### src/rtl/ctmr_pkg.sv
// Package for the compact timer: register map, field layouts and constants.
// Assumes a 32-bit APB slave with one aligned word per register.
package ctmr_pkg;

  localparam logic [7:0] CTMR_OFS_CTRL0     = 8'h00;
  localparam logic [7:0] CTMR_OFS_CTRL1     = 8'h04;
  localparam logic [7:0] CTMR_OFS_COUNT_LO  = 8'h08;
  localparam logic [7:0] CTMR_OFS_COUNT_HI  = 8'h0c;
  localparam logic [7:0] CTMR_OFS_CMPA_LO   = 8'h10;
  localparam logic [7:0] CTMR_OFS_CMPA_HI   = 8'h14;
  localparam logic [7:0] CTMR_OFS_PERIOD    = 8'h18;
  localparam logic [7:0] CTMR_OFS_FLAGS     = 8'h1c;

  localparam int CTMR_FLAG_A_POS = 0;
  localparam int CTMR_FLAG_P_POS = 1;

  localparam logic [7:0] CTMR_BYTE_RESET = 8'h00;

  // Prescaler divide ratios of the internal counting clocks.
  localparam int CTMR_SYS_DIV = 4;
  localparam int CTMR_FH_DIV_A = 16;
  localparam int CTMR_FH_DIV_B = 64;

  localparam logic [1:0] CTMR_MODE_COMPARE = 2'b00;
  localparam logic [1:0] CTMR_MODE_PWM     = 2'b10;
  localparam logic [1:0] CTMR_MODE_TIMER   = 2'b11;

  localparam logic [1:0] CTMR_FN_KEEP   = 2'b00;
  localparam logic [1:0] CTMR_FN_LOW    = 2'b01;
  localparam logic [1:0] CTMR_FN_HIGH   = 2'b10;
  localparam logic [1:0] CTMR_FN_TOGGLE = 2'b11;

  localparam logic [1:0] CTMR_PWM_INACTIVE = 2'b00;
  localparam logic [1:0] CTMR_PWM_ACTIVE   = 2'b01;
  localparam logic [1:0] CTMR_PWM_RUN      = 2'b10;

  localparam logic [2:0] CTMR_CLK_SYS4  = 3'b000;
  localparam logic [2:0] CTMR_CLK_SYS   = 3'b001;
  localparam logic [2:0] CTMR_CLK_FH16  = 3'b010;
  localparam logic [2:0] CTMR_CLK_FH64  = 3'b011;
  localparam logic [2:0] CTMR_CLK_SUB0  = 3'b100;
  localparam logic [2:0] CTMR_CLK_SUB1  = 3'b101;
  localparam logic [2:0] CTMR_CLK_EXT_R = 3'b110;
  localparam logic [2:0] CTMR_CLK_EXT_F = 3'b111;

  typedef struct packed {
    logic       pause_bit;
    logic [2:0] clock_select_field;
    logic       run_enable_bit;
    logic [2:0] unused;
  } ctmr_ctrl0_type;

  typedef struct packed {
    logic       mode_select_hi;
    logic       mode_select_lo;
    logic       output_function_hi;
    logic       output_function_lo;
    logic       output_initial_control;
    logic       output_polarity_bit;
    logic       duty_period_swap;
    logic       clear_select_bit;
  } ctmr_ctrl1_type;

  typedef struct packed {
    logic       out;
    logic       oe;
  } ctmr_pin_type;

endpackage

### src/rtl/ctmr_top.sv
// Compact 16-bit timer with compare, timer and edge-aligned PWM modes.
// Assumes an APB master on pclk; sub_clock_tick is synchronous to pclk, the external pin is synchronised.
// Behaviour
// - Comparator P matches counter bits 15:8; zero means 65536, n means 256n.
// - Compare A value held in low and high byte registers, reset zero.
// - Clear-select low: P match clears counter; zero period runs to overflow.
// - Mode field: 00 compare output, 10 PWM, 11 timer/counter.
// - Compare mode, clear-select low: A and P flags set on their matches.
// - Clear-select high: A match clears counter, sets A flag only.
// - Clear-select high with compare zero: wrap at FFFF, no A flag.
// - Compare mode: pin changes only on A match, never on P match.
// - On A match output function: keep, low, high or toggle.
// - Run-enable rising edge loads the pin with the initial level.
// - Timer mode behaves as compare mode but does not drive the pin.
// - PWM mode ignores clear-select; swap bit picks the clearing source.
// - Swap 0: P sets period, A sets duty; swap 1 reverses roles.
// - PWM mode raises A and P flags on their matches.
// - PWM: initial bit picks active level, polarity inverts, function forces.
// - Swap 0 with duty at or above period gives 100% duty.
// - PWM counting and flags continue while output is forced.
// - Run-enable rise zeroes counter; clearing it holds the residual value.
// - Pause holds the counter; counting resumes from the held value.
// - Clock select: sys/4, sys, high/16, high/64, sub, external edges.
//
// The APB slave port and the address map were decided locally.
`timescale 1ns/100ps

module ctmr_top #(
  parameter int SYS_DIV  = ctmr_pkg::CTMR_SYS_DIV,
  parameter int FH_DIV_A = ctmr_pkg::CTMR_FH_DIV_A,
  parameter int FH_DIV_B = ctmr_pkg::CTMR_FH_DIV_B
) (
  // Clock and reset.
  input  wire logic               pclk,
  input  wire logic               presetn,
  // APB slave.
  input  wire logic               psel,
  input  wire logic               penable,
  input  wire logic               pwrite,
  input  wire logic [31:0]        paddr,
  input  wire logic [31:0]        pwdata,
  output logic      [31:0]        prdata,
  output logic                    pready,
  output logic                    pslverr,
  // Counting sources.
  input  wire logic               sub_clock_tick,
  input  wire logic               external_count_pin,
  // Timer output pin.
  output ctmr_pkg::ctmr_pin_type  timer_output_pin,
  // Match flag levels.
  output logic                    match_a_flag,
  output logic                    match_p_flag
);
  import ctmr_pkg::*;

  // The shared prescaler taps only serve the default divide ratios.
  if (SYS_DIV != 4 || FH_DIV_A != 16 || FH_DIV_B != 64) begin : g_bad_div
    $error("ctmr_top: prescaler supports divide ratios 4, 16, 64 only");
  end

  ctmr_ctrl0_type ctrl0_reg;
  ctmr_ctrl1_type ctrl1_reg;
  logic [7:0]     compare_a_low_byte_reg;
  logic [7:0]     compare_a_high_byte_reg;
  logic [7:0]     period_compare_byte_reg;
  logic [15:0]    count_reg;
  logic           run_prev_reg;
  logic [5:0]     presc_reg;
  logic [2:0]     ext_sync_reg;
  logic           level_reg;
  ctmr_pin_type   pin_reg;
  ctmr_pin_type   pin_next;
  logic [31:0]    prdata_reg;
  logic           flag_a_reg;
  logic           flag_p_reg;

  logic        setup;
  logic        access;
  logic        wr;
  logic        mapped;
  logic [7:0]  addr;
  logic [1:0]  mode;
  logic [1:0]  out_fn;
  logic        is_pwm;
  logic        run_rise;
  logic        tick;
  logic [15:0] compare_a_value;
  logic [16:0] count_inc;
  logic        a_hit;
  logic        p_hit;
  logic        clear_by_a;
  logic        clr_now;
  logic        set_a;
  logic        set_p;
  logic        clr_a;
  logic        clr_p;
  logic [16:0] duty;
  logic        pwm_act;

  assign addr    = paddr[7:0];
  assign setup   = psel && !penable;
  assign access  = psel && penable;
  assign wr      = access && pwrite;
  assign mapped  = (paddr[31:8] == 24'h000000) && (addr[1:0] == 2'b00)
                   && (addr <= CTMR_OFS_FLAGS);
  assign pready  = 1'b1;
  assign pslverr = access && !mapped;
  assign prdata  = prdata_reg;

  assign mode   = {ctrl1_reg.mode_select_hi, ctrl1_reg.mode_select_lo};
  assign out_fn = {ctrl1_reg.output_function_hi,
                   ctrl1_reg.output_function_lo};
  assign is_pwm = (mode == CTMR_MODE_PWM);
  assign compare_a_value = {compare_a_high_byte_reg,
                            compare_a_low_byte_reg};

  // Register writes.
  always_ff @(posedge pclk or negedge presetn) begin
    if (!presetn) begin
      ctrl0_reg               <= '0;
      ctrl1_reg               <= '0;
      compare_a_low_byte_reg  <= CTMR_BYTE_RESET;
      compare_a_high_byte_reg <= CTMR_BYTE_RESET;
      period_compare_byte_reg <= CTMR_BYTE_RESET;
    end else if (wr && mapped) begin
      case (addr)
        CTMR_OFS_CTRL0: begin
          ctrl0_reg <= ctmr_ctrl0_type'({pwdata[7:3], 3'b000});
        end
        CTMR_OFS_CTRL1: begin
          ctrl1_reg <= ctmr_ctrl1_type'(pwdata[7:0]);
        end
        CTMR_OFS_CMPA_LO: begin
          compare_a_low_byte_reg <= pwdata[7:0];
        end
        CTMR_OFS_CMPA_HI: begin
          compare_a_high_byte_reg <= pwdata[7:0];
        end
        CTMR_OFS_PERIOD: begin
          period_compare_byte_reg <= pwdata[7:0];
        end
        default: begin
        end
      endcase
    end
  end

  // Read data is captured in the setup cycle and shown in the access cycle.
  always_ff @(posedge pclk or negedge presetn) begin
    if (!presetn) begin
      prdata_reg <= '0;
    end else if (setup) begin
      case (addr)
        CTMR_OFS_CTRL0:    prdata_reg <= {24'h000000, ctrl0_reg};
        CTMR_OFS_CTRL1:    prdata_reg <= {24'h000000, ctrl1_reg};
        CTMR_OFS_COUNT_LO: prdata_reg <= {24'h000000, count_reg[7:0]};
        CTMR_OFS_COUNT_HI: prdata_reg <= {24'h000000, count_reg[15:8]};
        CTMR_OFS_CMPA_LO:  prdata_reg <= {24'h000000, compare_a_low_byte_reg};
        CTMR_OFS_CMPA_HI:  prdata_reg <= {24'h000000, compare_a_high_byte_reg};
        CTMR_OFS_PERIOD:   prdata_reg <= {24'h000000, period_compare_byte_reg};
        CTMR_OFS_FLAGS:    prdata_reg <= {30'h0, flag_p_reg, flag_a_reg};
        default:           prdata_reg <= '0;
      endcase
    end
  end

  // Free-running prescaler and external pin synchroniser.
  always_ff @(posedge pclk or negedge presetn) begin
    if (!presetn) begin
      presc_reg    <= '0;
      ext_sync_reg <= '0;
    end else begin
      presc_reg    <= presc_reg + 6'h01;
      ext_sync_reg <= {ext_sync_reg[1:0], external_count_pin};
    end
  end

  // Counting event selection.
  always_comb begin
    case (ctrl0_reg.clock_select_field)
      CTMR_CLK_SYS4:  tick = (presc_reg[1:0] == 2'b11);
      CTMR_CLK_SYS:   tick = 1'b1;
      CTMR_CLK_FH16:  tick = (presc_reg[3:0] == 4'hf);
      CTMR_CLK_FH64:  tick = (presc_reg == 6'h3f);
      CTMR_CLK_SUB0,
      CTMR_CLK_SUB1:  tick = sub_clock_tick;
      CTMR_CLK_EXT_R: tick = ext_sync_reg[1] && !ext_sync_reg[2];
      CTMR_CLK_EXT_F: tick = !ext_sync_reg[1] && ext_sync_reg[2];
      default:        tick = 1'b0;
    endcase
  end

  assign run_rise  = ctrl0_reg.run_enable_bit && !run_prev_reg;
  assign count_inc = {1'b0, count_reg} + 17'h1;

  // Comparator A sees all 16 bits; a zero value never matches.
  assign a_hit = (count_inc[15:0] == compare_a_value)
                 && (compare_a_value != 16'h0000);

  // Comparator P sees bits 15:8; a zero value matches on overflow.
  assign p_hit = (period_compare_byte_reg == 8'h00) ? count_inc[16]
               : (count_inc[15:0] == {period_compare_byte_reg, 8'h00});

  assign clear_by_a = is_pwm ? ctrl1_reg.duty_period_swap
                             : ctrl1_reg.clear_select_bit;
  assign clr_now = clear_by_a ? a_hit : p_hit;

  // Counting advances only while running and not paused.
  assign set_a = ctrl0_reg.run_enable_bit && !ctrl0_reg.pause_bit && tick
                 && a_hit;
  assign set_p = ctrl0_reg.run_enable_bit && !ctrl0_reg.pause_bit && tick
                 && p_hit && (is_pwm || !ctrl1_reg.clear_select_bit);

  always_ff @(posedge pclk or negedge presetn) begin
    if (!presetn) begin
      count_reg    <= '0;
      run_prev_reg <= 1'b0;
    end else begin
      run_prev_reg <= ctrl0_reg.run_enable_bit;
      if (run_rise) begin
        count_reg <= '0;
      end else if (ctrl0_reg.run_enable_bit && !ctrl0_reg.pause_bit
                   && tick) begin
        count_reg <= clr_now ? 16'h0000 : count_inc[15:0];
      end
    end
  end

  // Sticky flags, cleared by writing one; a new match wins over the clear.
  assign clr_a = wr && mapped && (addr == CTMR_OFS_FLAGS)
                 && pwdata[CTMR_FLAG_A_POS];
  assign clr_p = wr && mapped && (addr == CTMR_OFS_FLAGS)
                 && pwdata[CTMR_FLAG_P_POS];

  always_ff @(posedge pclk or negedge presetn) begin
    if (!presetn) begin
      flag_a_reg <= 1'b0;
      flag_p_reg <= 1'b0;
    end else begin
      flag_a_reg <= set_a || (flag_a_reg && !clr_a);
      flag_p_reg <= set_p || (flag_p_reg && !clr_p);
    end
  end

  assign match_a_flag = flag_a_reg;
  assign match_p_flag = flag_p_reg;

  // Compare-mode output level, before polarity.
  always_ff @(posedge pclk or negedge presetn) begin
    if (!presetn) begin
      level_reg <= 1'b0;
    end else if (run_rise) begin
      level_reg <= ctrl1_reg.output_initial_control;
    end else if (set_a && mode == CTMR_MODE_COMPARE) begin
      case (out_fn)
        CTMR_FN_KEEP:   level_reg <= level_reg;
        CTMR_FN_LOW:    level_reg <= 1'b0;
        CTMR_FN_HIGH:   level_reg <= 1'b1;
        CTMR_FN_TOGGLE: level_reg <= !level_reg;
        default:        level_reg <= level_reg;
      endcase
    end
  end

  // PWM duty: compare A when unswapped, period byte times 256 when swapped.
  always_comb begin
    if (!ctrl1_reg.duty_period_swap) begin
      duty = {1'b0, compare_a_value};
    end else if (period_compare_byte_reg == 8'h00) begin
      duty = 17'h10000;
    end else begin
      duty = {1'b0, period_compare_byte_reg, 8'h00};
    end
  end

  // The count never reaches the period, so duty at or above it stays active.
  assign pwm_act = ({1'b0, count_reg} < duty);

  always_comb begin
    pin_next.oe  = 1'b1;
    pin_next.out = 1'b0;
    case (mode)
      CTMR_MODE_COMPARE: begin
        pin_next.out = level_reg ^ ctrl1_reg.output_polarity_bit;
      end
      CTMR_MODE_PWM: begin
        case (out_fn)
          CTMR_PWM_RUN:    pin_next.out = pwm_act;
          CTMR_PWM_ACTIVE: pin_next.out = 1'b1;
          default:         pin_next.out = 1'b0;
        endcase
        pin_next.out = (ctrl1_reg.output_initial_control ? pin_next.out
                        : !pin_next.out)
                       ^ ctrl1_reg.output_polarity_bit;
      end
      default: begin
        pin_next.oe = 1'b0;
      end
    endcase
  end

  always_ff @(posedge pclk or negedge presetn) begin
    if (!presetn) begin
      pin_reg <= '0;
    end else begin
      pin_reg <= pin_next;
    end
  end

  assign timer_output_pin = pin_reg;

endmodule

### config.mk
export PLATFORM = sky130hd
export DESIGN_NAME = ctmr_top
export DESIGN_NICKNAME = d
export VERILOG_FILES = /design/src/rtl/ctmr_pkg.sv /design/src/rtl/ctmr_top.sv
export SDC_FILE = /design/constraint.sdc
export NUM_CORES = 1
export LEC_CHECK = 0
export BUFFER_PORTS_ARGS = -buffer_cell sky130_fd_sc_hd__buf_2
export CAP_MARGIN = 15
export CORE_UTILIZATION = 55
export DETAILED_ROUTE_END_ITERATION = 10
export GPL_TIMING_DRIVEN = 0
export PLACE_DENSITY = 0.8
export SETUP_SLACK_MARGIN = 0.5
export SLEW_MARGIN = 20
export SYNTH_ARGS = -nofsm -noshare
export SYNTH_HDL_FRONTEND = slang
export SYNTH_SLANG_ARGS = --single-unit
### constraint.sdc
create_clock -name pclk -period 3.85 [get_ports pclk]
set_input_delay 0.1925 -clock pclk [delete_from_list [all_inputs] [get_ports pclk]]
set_output_delay 0.1925 -clock pclk [all_outputs]
set_load 0.02 [all_outputs]
* Word level (Yosys, flattened, before mapping)
Cells that the tools add are included.
** Cells by class
- $add $sub $neg :: 2
- Shifts and indexed selects :: 0
- Reductions and logical operators :: 54
- Multiplexer cells :: 18
- Multiply operators :: 0
- Bitwise operators :: 2
- Eq/ne operators :: 24
- Divide/modulo/power cells :: 0
- $lt $le $gt $ge :: 2
** Operators with widths (count)
- $pmux W8 S8 :: 1
- $mux W16 :: 3
- $mux W17 :: 2
- $eq A16 B16 Y1 :: 2
- $eq A8 B5 Y1 const B :: 4
- $logic_not A24 Y1 :: 1
- $logic_and A1 B1 Y1 :: 22
- $add A16 B1 Y17 const B :: 1
- $lt A16 B17 Y1 :: 1
- $eq A8 B4 Y1 const B :: 2
- $logic_not A8 Y1 :: 2
- $reduce_bool A16 Y1 :: 1
- $eq A3 B3 Y1 const B :: 4
- $reduce_and A2 Y1 :: 6
- $logic_not A1 Y1 :: 11
- $eq A2 B2 Y1 const B :: 4
- $eq A8 B3 Y1 const B :: 1
- $le A8 B5 Y1 const B :: 1
- $mux W1 :: 8
- $pmux W1 S7 :: 1
- $add A6 B1 Y6 const B :: 1
- $eq A3 B2 Y1 const B :: 2
- $eq A6 B6 Y1 const B :: 1
- $logic_not A2 Y1 :: 3
- 11 further kinds :: 17
** Word-level totals
- Memories kept :: 0
- Register bits after elaboration :: 100
- RAM bits :: 0
- Word-level logic and storage cells :: 126
- Bits in latches :: 0
- Bits in read-only memories :: 0
- Output and inout port bits :: 38

* Longest topological paths before layout
Gate-level depths: netlist of run 1.
- Depth in word-level cells :: 10
- Depth in mapped cells :: 13

* Least setup slack after synthesis of run 1
OpenSTA, ideal clock, no wires.
- Path kind :: reg-to-reg
- Start :: register count_reg[1]
- End :: register count_reg[12]
- Setup slack :: 0.922 ns
- Stages on the path, launching flop included :: 14
- Period minus slack after synthesis :: 2.928 ns
- Data arrival time :: 2.802 ns
- Cells stage by stage :: dfrtp_1 ha_1 clkbuf_2 inv_1 or4_1 clkbuf_1 mux2i_1 o2111ai_1 nor4_1 or3b_1 buf_6 buf_6 a211oi_1 a221o_2
** On the way
- Longest elaborated chain between the ends :: 7
** RTL lines
- from (decl) :: line ctmr_top.sv:66 : logic [15:0] count_reg;
- from (signal assigned) :: line ctmr_top.sv:224 : count_reg <= clr_now ? 16'h0000 : count_inc[15:0];
- $add A16 B1 Y17 * :: line ctmr_top.sv:194 : assign count_inc = {1'b0, count_reg} + 17'h1;
- $eq A16 B16 Y1 (on tied branches) :: line ctmr_top.sv:202, ctmr_top.sv:197
- $mux W1 or $logic_and A1 B1 Y1 (tied branches) :: line ctmr_top.sv:201, ctmr_top.sv:198
- $mux W1 :: line ctmr_top.sv:206 : assign clr_now = clear_by_a ? a_hit : p_hit;
- $mux W16 * :: line ctmr_top.sv:224
- $mux W16 * :: line ctmr_top.sv:222 : end else if (ctrl0_reg.run_enable_bit && !ctrl0_reg.pause_bit
- $mux W16 * :: line ctmr_top.sv:220 : if (run_rise) begin
Every way passes the cells marked *; elsewhere a longest branch is shown, timed or not. The select of a mux whose other input is x is not followed.
A chain may end at the register's enable or synchronous reset.

* Worst setup path after layout of run 1
- Start :: register count_reg[6]
- End :: register count_reg[12]
Same word-level chain as after synthesis.

==> qor.csv, run 1 <==
metric;value;unit
root_buffer;clkbuf_8;
synth_top_area_cell;dfrtp_1;
synth-edff-count;0;
clockBufferDepth;2;
worstSkewPairLatency;0.38;ns
h-tree-depth;3;
worstMarginPinSlew;1.05;ns
totalWireLength;18.5;mm
yosysWarnings;0;
cts_buffers;9;
post_dp_cell_area;6180;um^2
numPortBuffers;58;
postSynthAreaPerCell;9.59;um^2
antenna_found_initial;0;
dp_hpwl;13.5;mm
finalHoldViolCount;0;
critPathTopFamily;simple AND/OR/NAND/NOR gates;
critPathRequiredTime;4.12;ns
async_flop_share;100;%
clock_sinks;76;
path_class;register to register;
end_kind;register;
fp-row-count;36;
cp.arrival;3.56;ns
via_count;5304;
via_per_inst;6.44;
finalSetupViolations;0;
crit_chain;buf_4 > and4_1 > buf_2 > nand4b_1 > o221ai_1 > or4_1 > nor4_4 > or2_1 > buf_4 > buf_6 > a211oi_1 > a221o_2;
fin_crit;3.29;ns
slew_violations;0;
fin_nets;776;
syn_inst;584;
grt_max_degree;47;
start_util;57.1;%
ys_seq_area_share;33.9;%
core_area;9820;um^2
ant_nets;0;
critPathMaxStageDelay;0.63;ns
dp.cells;799;
die_w;103;um
drc_errors;0;
skew;0.0128;ns
firstDrtPassIters;7;
largest_reg_flops;16;
r2r.worst_path.cells;12;
rsz0062_at_grt;yes;
die_area;10600;um^2
drv_cap;0;
gp_congestion;0.989;
synth-seq-cells;76;
tns;0;ns
synth_cell_type_count;80;
drt-initial-drc-count;472;
io_pins;109;
peakVddDrop;0.217;mV
hold_class;primary input to register;
fp.dieH;103;um
synth_ff_type;dfrtp_1;
fin_cells;823;
path_clk_slew;0.10;ns
grt_pass1_vias;5103;
wire_per_inst;22.4;um
hold_depth;3;
synth_top_area_share;33.9;%
grt_overflow_total;0;
drive_above_1_share;28.9;%
grt_use_total;36.7;%
hold_slack;0.127;ns
grt_pass1_wl;27.8;mm
min_period_over_period;85.4;%
cp.depth;12;
relSlewSlack;29.7;%
critPathMostFrequentCell;buf_4;
area_delta_synth_final;15.7;%
cts_tree;done;
path_max_fanout;10;
power_density;232;nW/um^2
final_cell_area;6480;um^2
worst-path-buf-inv;4;
ys_top_cells_by_area;dfrtp_1, mux2_2, ha_1, buf_4, nand2_1;
cp_slowest_cell;or4_1;
startpoint_type;register;
totalPowerFinal;1.50;mW
synth_area;5600;um^2
fmax;0.304;GHz
power.leakage;3.10;nW
status;completed;
-- layer usage --
layer | track usage [%] | part of all wire, % | wire (um)
met1 | 45.8 | 40 | 7320
met2 | 60.9 | 47 | 8750
met3 | 5.36 | 7.7 | 1430
met4 | 21.0 | 5.3 | 971
met5 | 0 | 0 | 0
-- cell usage after synthesis, drive strengths merged, types with 14 or more instances --
| cell | count |
|---|---|
| dfrtp | 76 |
| nand2 | 48 |
| buf | 47 |
| mux2 | 34 |
| nor2 | 31 |
| a21o | 21 |
| ha | 21 |
| clkbuf | 19 |
| o21ai | 18 |
| nand3 | 17 |
| a22oi | 16 |
| nor4 | 14 |
-- what timing repair did --
item | CTS | global route
gates resized for setup | 5 | 19
pin swaps | 1 | 2
hold endpoints to repair | 31 | 0
endpoints found under the setup margin | 17 | 17
buffers inserted | 2 | 3
hold buffers | 2 | 0
cloned | 0 | 0
-- cells by family (layout without fill, tap and decap cells) --
group | count (synthesis) | in the layout | share of synthesized area (%)
AND/OR/NAND/NOR | 195 | 195 | 19.5
other | 2 | 26 | 0.134
multiplexers | 47 | 47 | 9.22
AO/OA/AOI/OAI | 140 | 140 | 19.9
buffers and inverters | 75 | 157 | 7.95
adder cells (fa/ha/maj) | 22 | 22 | 4.87
flip-flops | 76 | 76 | 33.9
XOR/XNOR | 27 | 27 | 4.47
-- per-stage QoR --
step                      utilization, %  worst slack, ns
after detailed placement            62.9           0.0934
final                               66.0            0.562
after CTS                           65.3            0.474
after floorplan                        -            0.922
after global routing                66.0            0.479
after global placement              62.6            0.104
-- worst min-delay path, delay by kind of cell --
kind	cells	cell delay, ns
buffers and inverters	1	0.14
AOI/OAI and AO/OA	1	0.07
and+or+nand+nor	1	0.06
-- cells in the final DEF (no fill, tap or decap), drive strengths merged, types with 14 or more instances in the layout --
cell type  count
ha            21
o21ai         18
a21o          21
conb          25
dfrtp         76
nand3         17
a22oi         16
nand2         48
buf          112
clkbuf        27
nor4          14
mux2          34
nor2          31
-- where the power goes --
group / total, mW / switching, mW / internal (mW)
clock: 0.594 / 0.353 / 0.242
sequential: 0.800 / 0.00104 / 0.799
combinational: 0.109 / 0.0665 / 0.0423
-- final timing paths --
path                                  from                    endpoint  slack (ns)
max in group asynchronous          presetn  compare_a_high_byte_reg[4]        2.95
setup reg to reg              count_reg[6]               count_reg[12]        0.56
min in group asynchronous          presetn                count_reg[7]        0.31
setup / recovery              count_reg[6]               count_reg[12]        0.56
hold / removal                   pwdata[1]                ctrl1_reg[1]        0.13
hold reg to reg            ext_sync_reg[0]             ext_sync_reg[1]        0.37
-- area by class of cell --
cell class,instances,area (um^2)
fillers,830,3340
repair buffers,66,378
multi-input cells,456,3390
plain buffers,66,425
inverters,9,37.5
clock inverters,7,57.6
flip-flops and latches,76,1900
diodes,1,2.50
clock buffers,9,124
well taps,133,166
(Power assumes the default switching activity.)
==> inputs of run 2 (changes only) <==
--- a/config.mk
+++ b/config.mk
@@ -5,12 +5,13 @@
 export SDC_FILE = /design/constraint.sdc
 export NUM_CORES = 1
 export LEC_CHECK = 0
+export ABC_AREA = 1
 export BUFFER_PORTS_ARGS = -buffer_cell sky130_fd_sc_hd__buf_2
 export CAP_MARGIN = 15
-export CORE_UTILIZATION = 55
+export CORE_UTILIZATION = 45
 export DETAILED_ROUTE_END_ITERATION = 10
 export GPL_TIMING_DRIVEN = 0
-export PLACE_DENSITY = 0.8
+export PLACE_DENSITY = 0.68
 export SETUP_SLACK_MARGIN = 0.5
 export SLEW_MARGIN = 20
 export SYNTH_ARGS = -nofsm -noshare
==> run 2 against run 1 <==
Routed wire length shrank 12%; design area shrank 4.1%; global-route usage shrank 8.9 points; maximum frequency grew 19%; first-iteration DRC count shrank 0.21%; clock skew grew 0.00060 ns; critical path depth grew 6; largest power group is now the clock network; highest routed layer unchanged.
==> qor.csv, run 2 <==
metric;value;unit;change
worstSetupStartpoint;ctrl1_reg[1];;was count_reg[6]
fp-row-count;39;;was 36
final_util;54.2;%;was 66.0%
synth_top_area_cell;dfrtp_1;;unchanged
topRoutingLayerUsed;met4;;unchanged
power_density;284;nW/um^2;was 232 nW/um^2
gp_congestion;0.995;;was 0.989
dr_wl_met2;7.27;mm;was 8.75 mm
grt_max_degree;59;;was 47
multi_input_area;2930;um^2;was 3390 um^2
ant_nets;0;;unchanged
grt_pass1_vias;4974;;was 5103
totalPowerFinal;1.77;mW;was 1.50 mW
die_w;111;um;was 103 um
drc_errors;0;;unchanged
io_pins;109;;unchanged
rsz0062_at_grt;no;;was yes
ys_top_cells_by_area;dfrtp_1, nand2_1, inv_1, o21ai_0, nor2_1;;was dfrtp_1, mux2_2, ha_1, buf_4, nand2_1
antenna_found_initial;0;;unchanged
die_area;12300;um^2;was 10600 um^2
dp_slack;1.17;ns;was 0.0934 ns
route.met3.wl;1.26;mm;was 1.43 mm
synth-compound-area-share;11.1;%;was 19.9%
layout_commonest_cell;nand2_1;;was dfrtp_1
nFillCells;1196;;was 830
worstSkewPairLatency;0.36;ns;was 0.38 ns
end_kind;register;;unchanged
critPathRequiredTime;4.09;ns;was 4.12 ns
syn_inst;772;;was 584
wire_per_inst;16.0;um;was 22.4 um
status;completed;;unchanged
net-switching-power;0.420;mW;about the same
power.leakage;3.22;nW;was 3.10 nW
synthXorXnorAreaFrac;1.95;%;was 4.47%
intPower;1.34;mW;was 1.08 mW
ff_latch_area;1900;um^2;about the same
clock_power_share;48.6;%;was 39.5%
drv_cap;0;;unchanged
largest_reg_flops;16;;unchanged
postSynthAreaPerCell;6.89;um^2;was 9.59 um^2
peakVddDrop;0.331;mV;was 0.217 mV
dp_hpwl;13.0;mm;was 13.5 mm
synthMuxAreaShare;0.212;%;was 9.22%
skew;0.0134;ns;was 0.0128 ns
core_area;11500;um^2;was 9820 um^2
synth-seq-cells;76;;unchanged
slew_violations;0;;unchanged
yosys.area_share.simple;35.0;%;was 19.5%
finalSetupViolations;0;;unchanged
cp.arrival;3.01;ns;was 3.56 ns
tns;0;ns;unchanged
clock_sinks;76;;unchanged
grt_use_total;27.8;%;was 36.7%
area_delta_synth_final;16.9;%;was 15.7%
async_flop_share;100;%;unchanged
yosysWarnings;0;;unchanged
synthTopCellsByCount;nand2_1, inv_1, dfrtp_1;;was dfrtp_1, nand2_1, mux2_2
synth.most_common_cell;nand2_1;;was dfrtp_1
synth_area;5320;um^2;was 5600 um^2
synth_top_family_by_area;simple AND/OR/NAND/NOR gates;;was compound AO/OA/AOI/OAI gates
root_buffer;clkbuf_16;;was clkbuf_8
drt-initial-drc-count;471;;was 472
setup_ws;1.08;ns;was 0.562 ns
p_seq_share;45.4;%;was 53.2%
synth_cell_type_count;42;;was 80
drive_above_1_share;15.1;%;was 28.9%
firstDrtPassIters;5;;was 7
numPortBuffers;58;;unchanged
cts_tree;done;;unchanged
totalWireLength;16.3;mm;was 18.5 mm
combPwrFrac;6.1;%;was 7.2%
synth-edff-count;0;;unchanged
h-tree-depth;3;;unchanged
relSlewSlack;53.0;%;was 29.7%
path_max_fanout;10;;unchanged
synth_fa_ha_area_share;4.94;%;was 4.87%
min_period_over_period;72.0;%;was 85.4%
synth_top_area_share;35.8;%;was 33.9%
path_class;register to register;;unchanged
p_sw_share;23.8;%;was 27.9%
drt-met1-wl;7.28;mm;was 7.32 mm
path_clk_slew;0.06;ns;was 0.10 ns
grt_pass1_wl;26.1;mm;was 27.8 mm
via_count;5333;;was 5304
fin_nets;959;;was 776
layout_common_cells;nand2_1, inv_1, dfrtp_1;;was dfrtp_1, buf_2, nand2_1
ys_seq_area_share;35.8;%;was 33.9%
clockBufferDepth;2;;unchanged
grt_overflow_total;0;;unchanged
synth_ff_type;dfrtp_1;;unchanged
startpoint_type;register;;unchanged
cts_buffers;9;;unchanged
via_per_inst;5.25;;was 6.44
start_util;46.4;%;was 57.1%
fin_crit;2.77;ns;was 3.29 ns
hp-start;pwdata[0];;was pwdata[1]
fmax;0.361;GHz;was 0.304 GHz
timing.rr.start;ctrl1_reg[1];;was count_reg[6]
hold_class;primary input to register;;unchanged
worstMarginPinSlew;0.703;ns;was 1.05 ns
fp.dieH;111;um;was 103 um
finalHoldViolCount;0;;unchanged
antennaDiodeCount;0;;was 1
## run 2: stage by stage
| step | hold slack, ns | instances | area (um^2) |
|---|---|---|---|
| 5_1_grt | 0.213 | 1015 | 6220 |
| 4_1_cts | 0.191 | 1015 | 6220 |
| 2_1_floorplan | -0.103 | 795 | 5400 |
| 3_3_place_gp | 0.301 | 996 | 5870 |
| 3_5_place_dp | 0.0949 | 997 | 5900 |
| 6_report | 0.194 | 1015 | 6220 |
## run 2: final cells by class
type                    instances  share of cell area, %
repair buffers                 61                   5.48
clock inverters                 6                   1.03
clock buffers                  10                   3.68
multi-input cells             593                   47.1
flip-flops and latches         76                   30.6
plain buffers                  35                   3.76
well taps                     143                   2.88
inverters                      91                   5.50
## run 2: cells by family after synthesis
kind of cell    count (synthesis)
xor+xnor                       11
fa+ha+maj                      21
compound gates                104
other cells                     2
flops                          76
mux                             1
buf+inv                       126
simple gates                  431
## run 2: timing repair
item,4_1_cts,5_1_grt
buffers inserted,0,0
endpoints found under the hold margin,19,0
setup endpoints to repair,0,0
resized for setup,0,0
hold buffers,2,0
## run 2: final timing paths
path	endpoint	slack [ns]	depth (start not counted)
min in group asynchronous	count_reg[10]	0.26	2
setup reg to reg	timer_output_pin[1]	1.08	18
max in group asynchronous	ctrl1_reg[7]	3.01	3
setup / recovery	timer_output_pin[1]	1.08	18
hold reg to reg	ext_sync_reg[1]	0.35	0
hold / removal	compare_a_low_byte_reg[0]	0.19	3
## run 2: power by group through the flow
stage / registers, mW / clock network [mW] / logic (mW)
global route: 0.801 / 0.903 / 0.118
CTS: 0.801 / 0.868 / 0.108
finish: 0.801 / 0.857 / 0.107
floorplan: 0.816 / 0 / 0.0551
global placement: 0.816 / 0 / 0.102
detailed placement: 0.816 / 0 / 0.106
## run 2: routing by layer
layer | vias up | GRT usage [%]
li1 | 2640 | -
met1 | 2423 | 37.9
met2 | 233 | 43.2
met3 | 37 | 6.01
met4 | 0 | 10.2
met5 | - | 0
## run 2: critical path: stages (launching register included)
cell and delay [ns]:
dfrtp_1 0.31, buf_2 0.19, clkbuf_1 0.40, nand2_1 0.11, o21ai_0 0.16, ha_1 0.31
a21o_1 0.17, nor2_1 0.10, nand3_1 0.13, nand2_1 0.09, nand2_1 0.08, nand2_1 0.07
nand2_1 0.04, nand2_1 0.07, nand2_1 0.05, nand2_1 0.05, nand3_1 0.10, a21oi_1 0.16
nor2_1 0.06
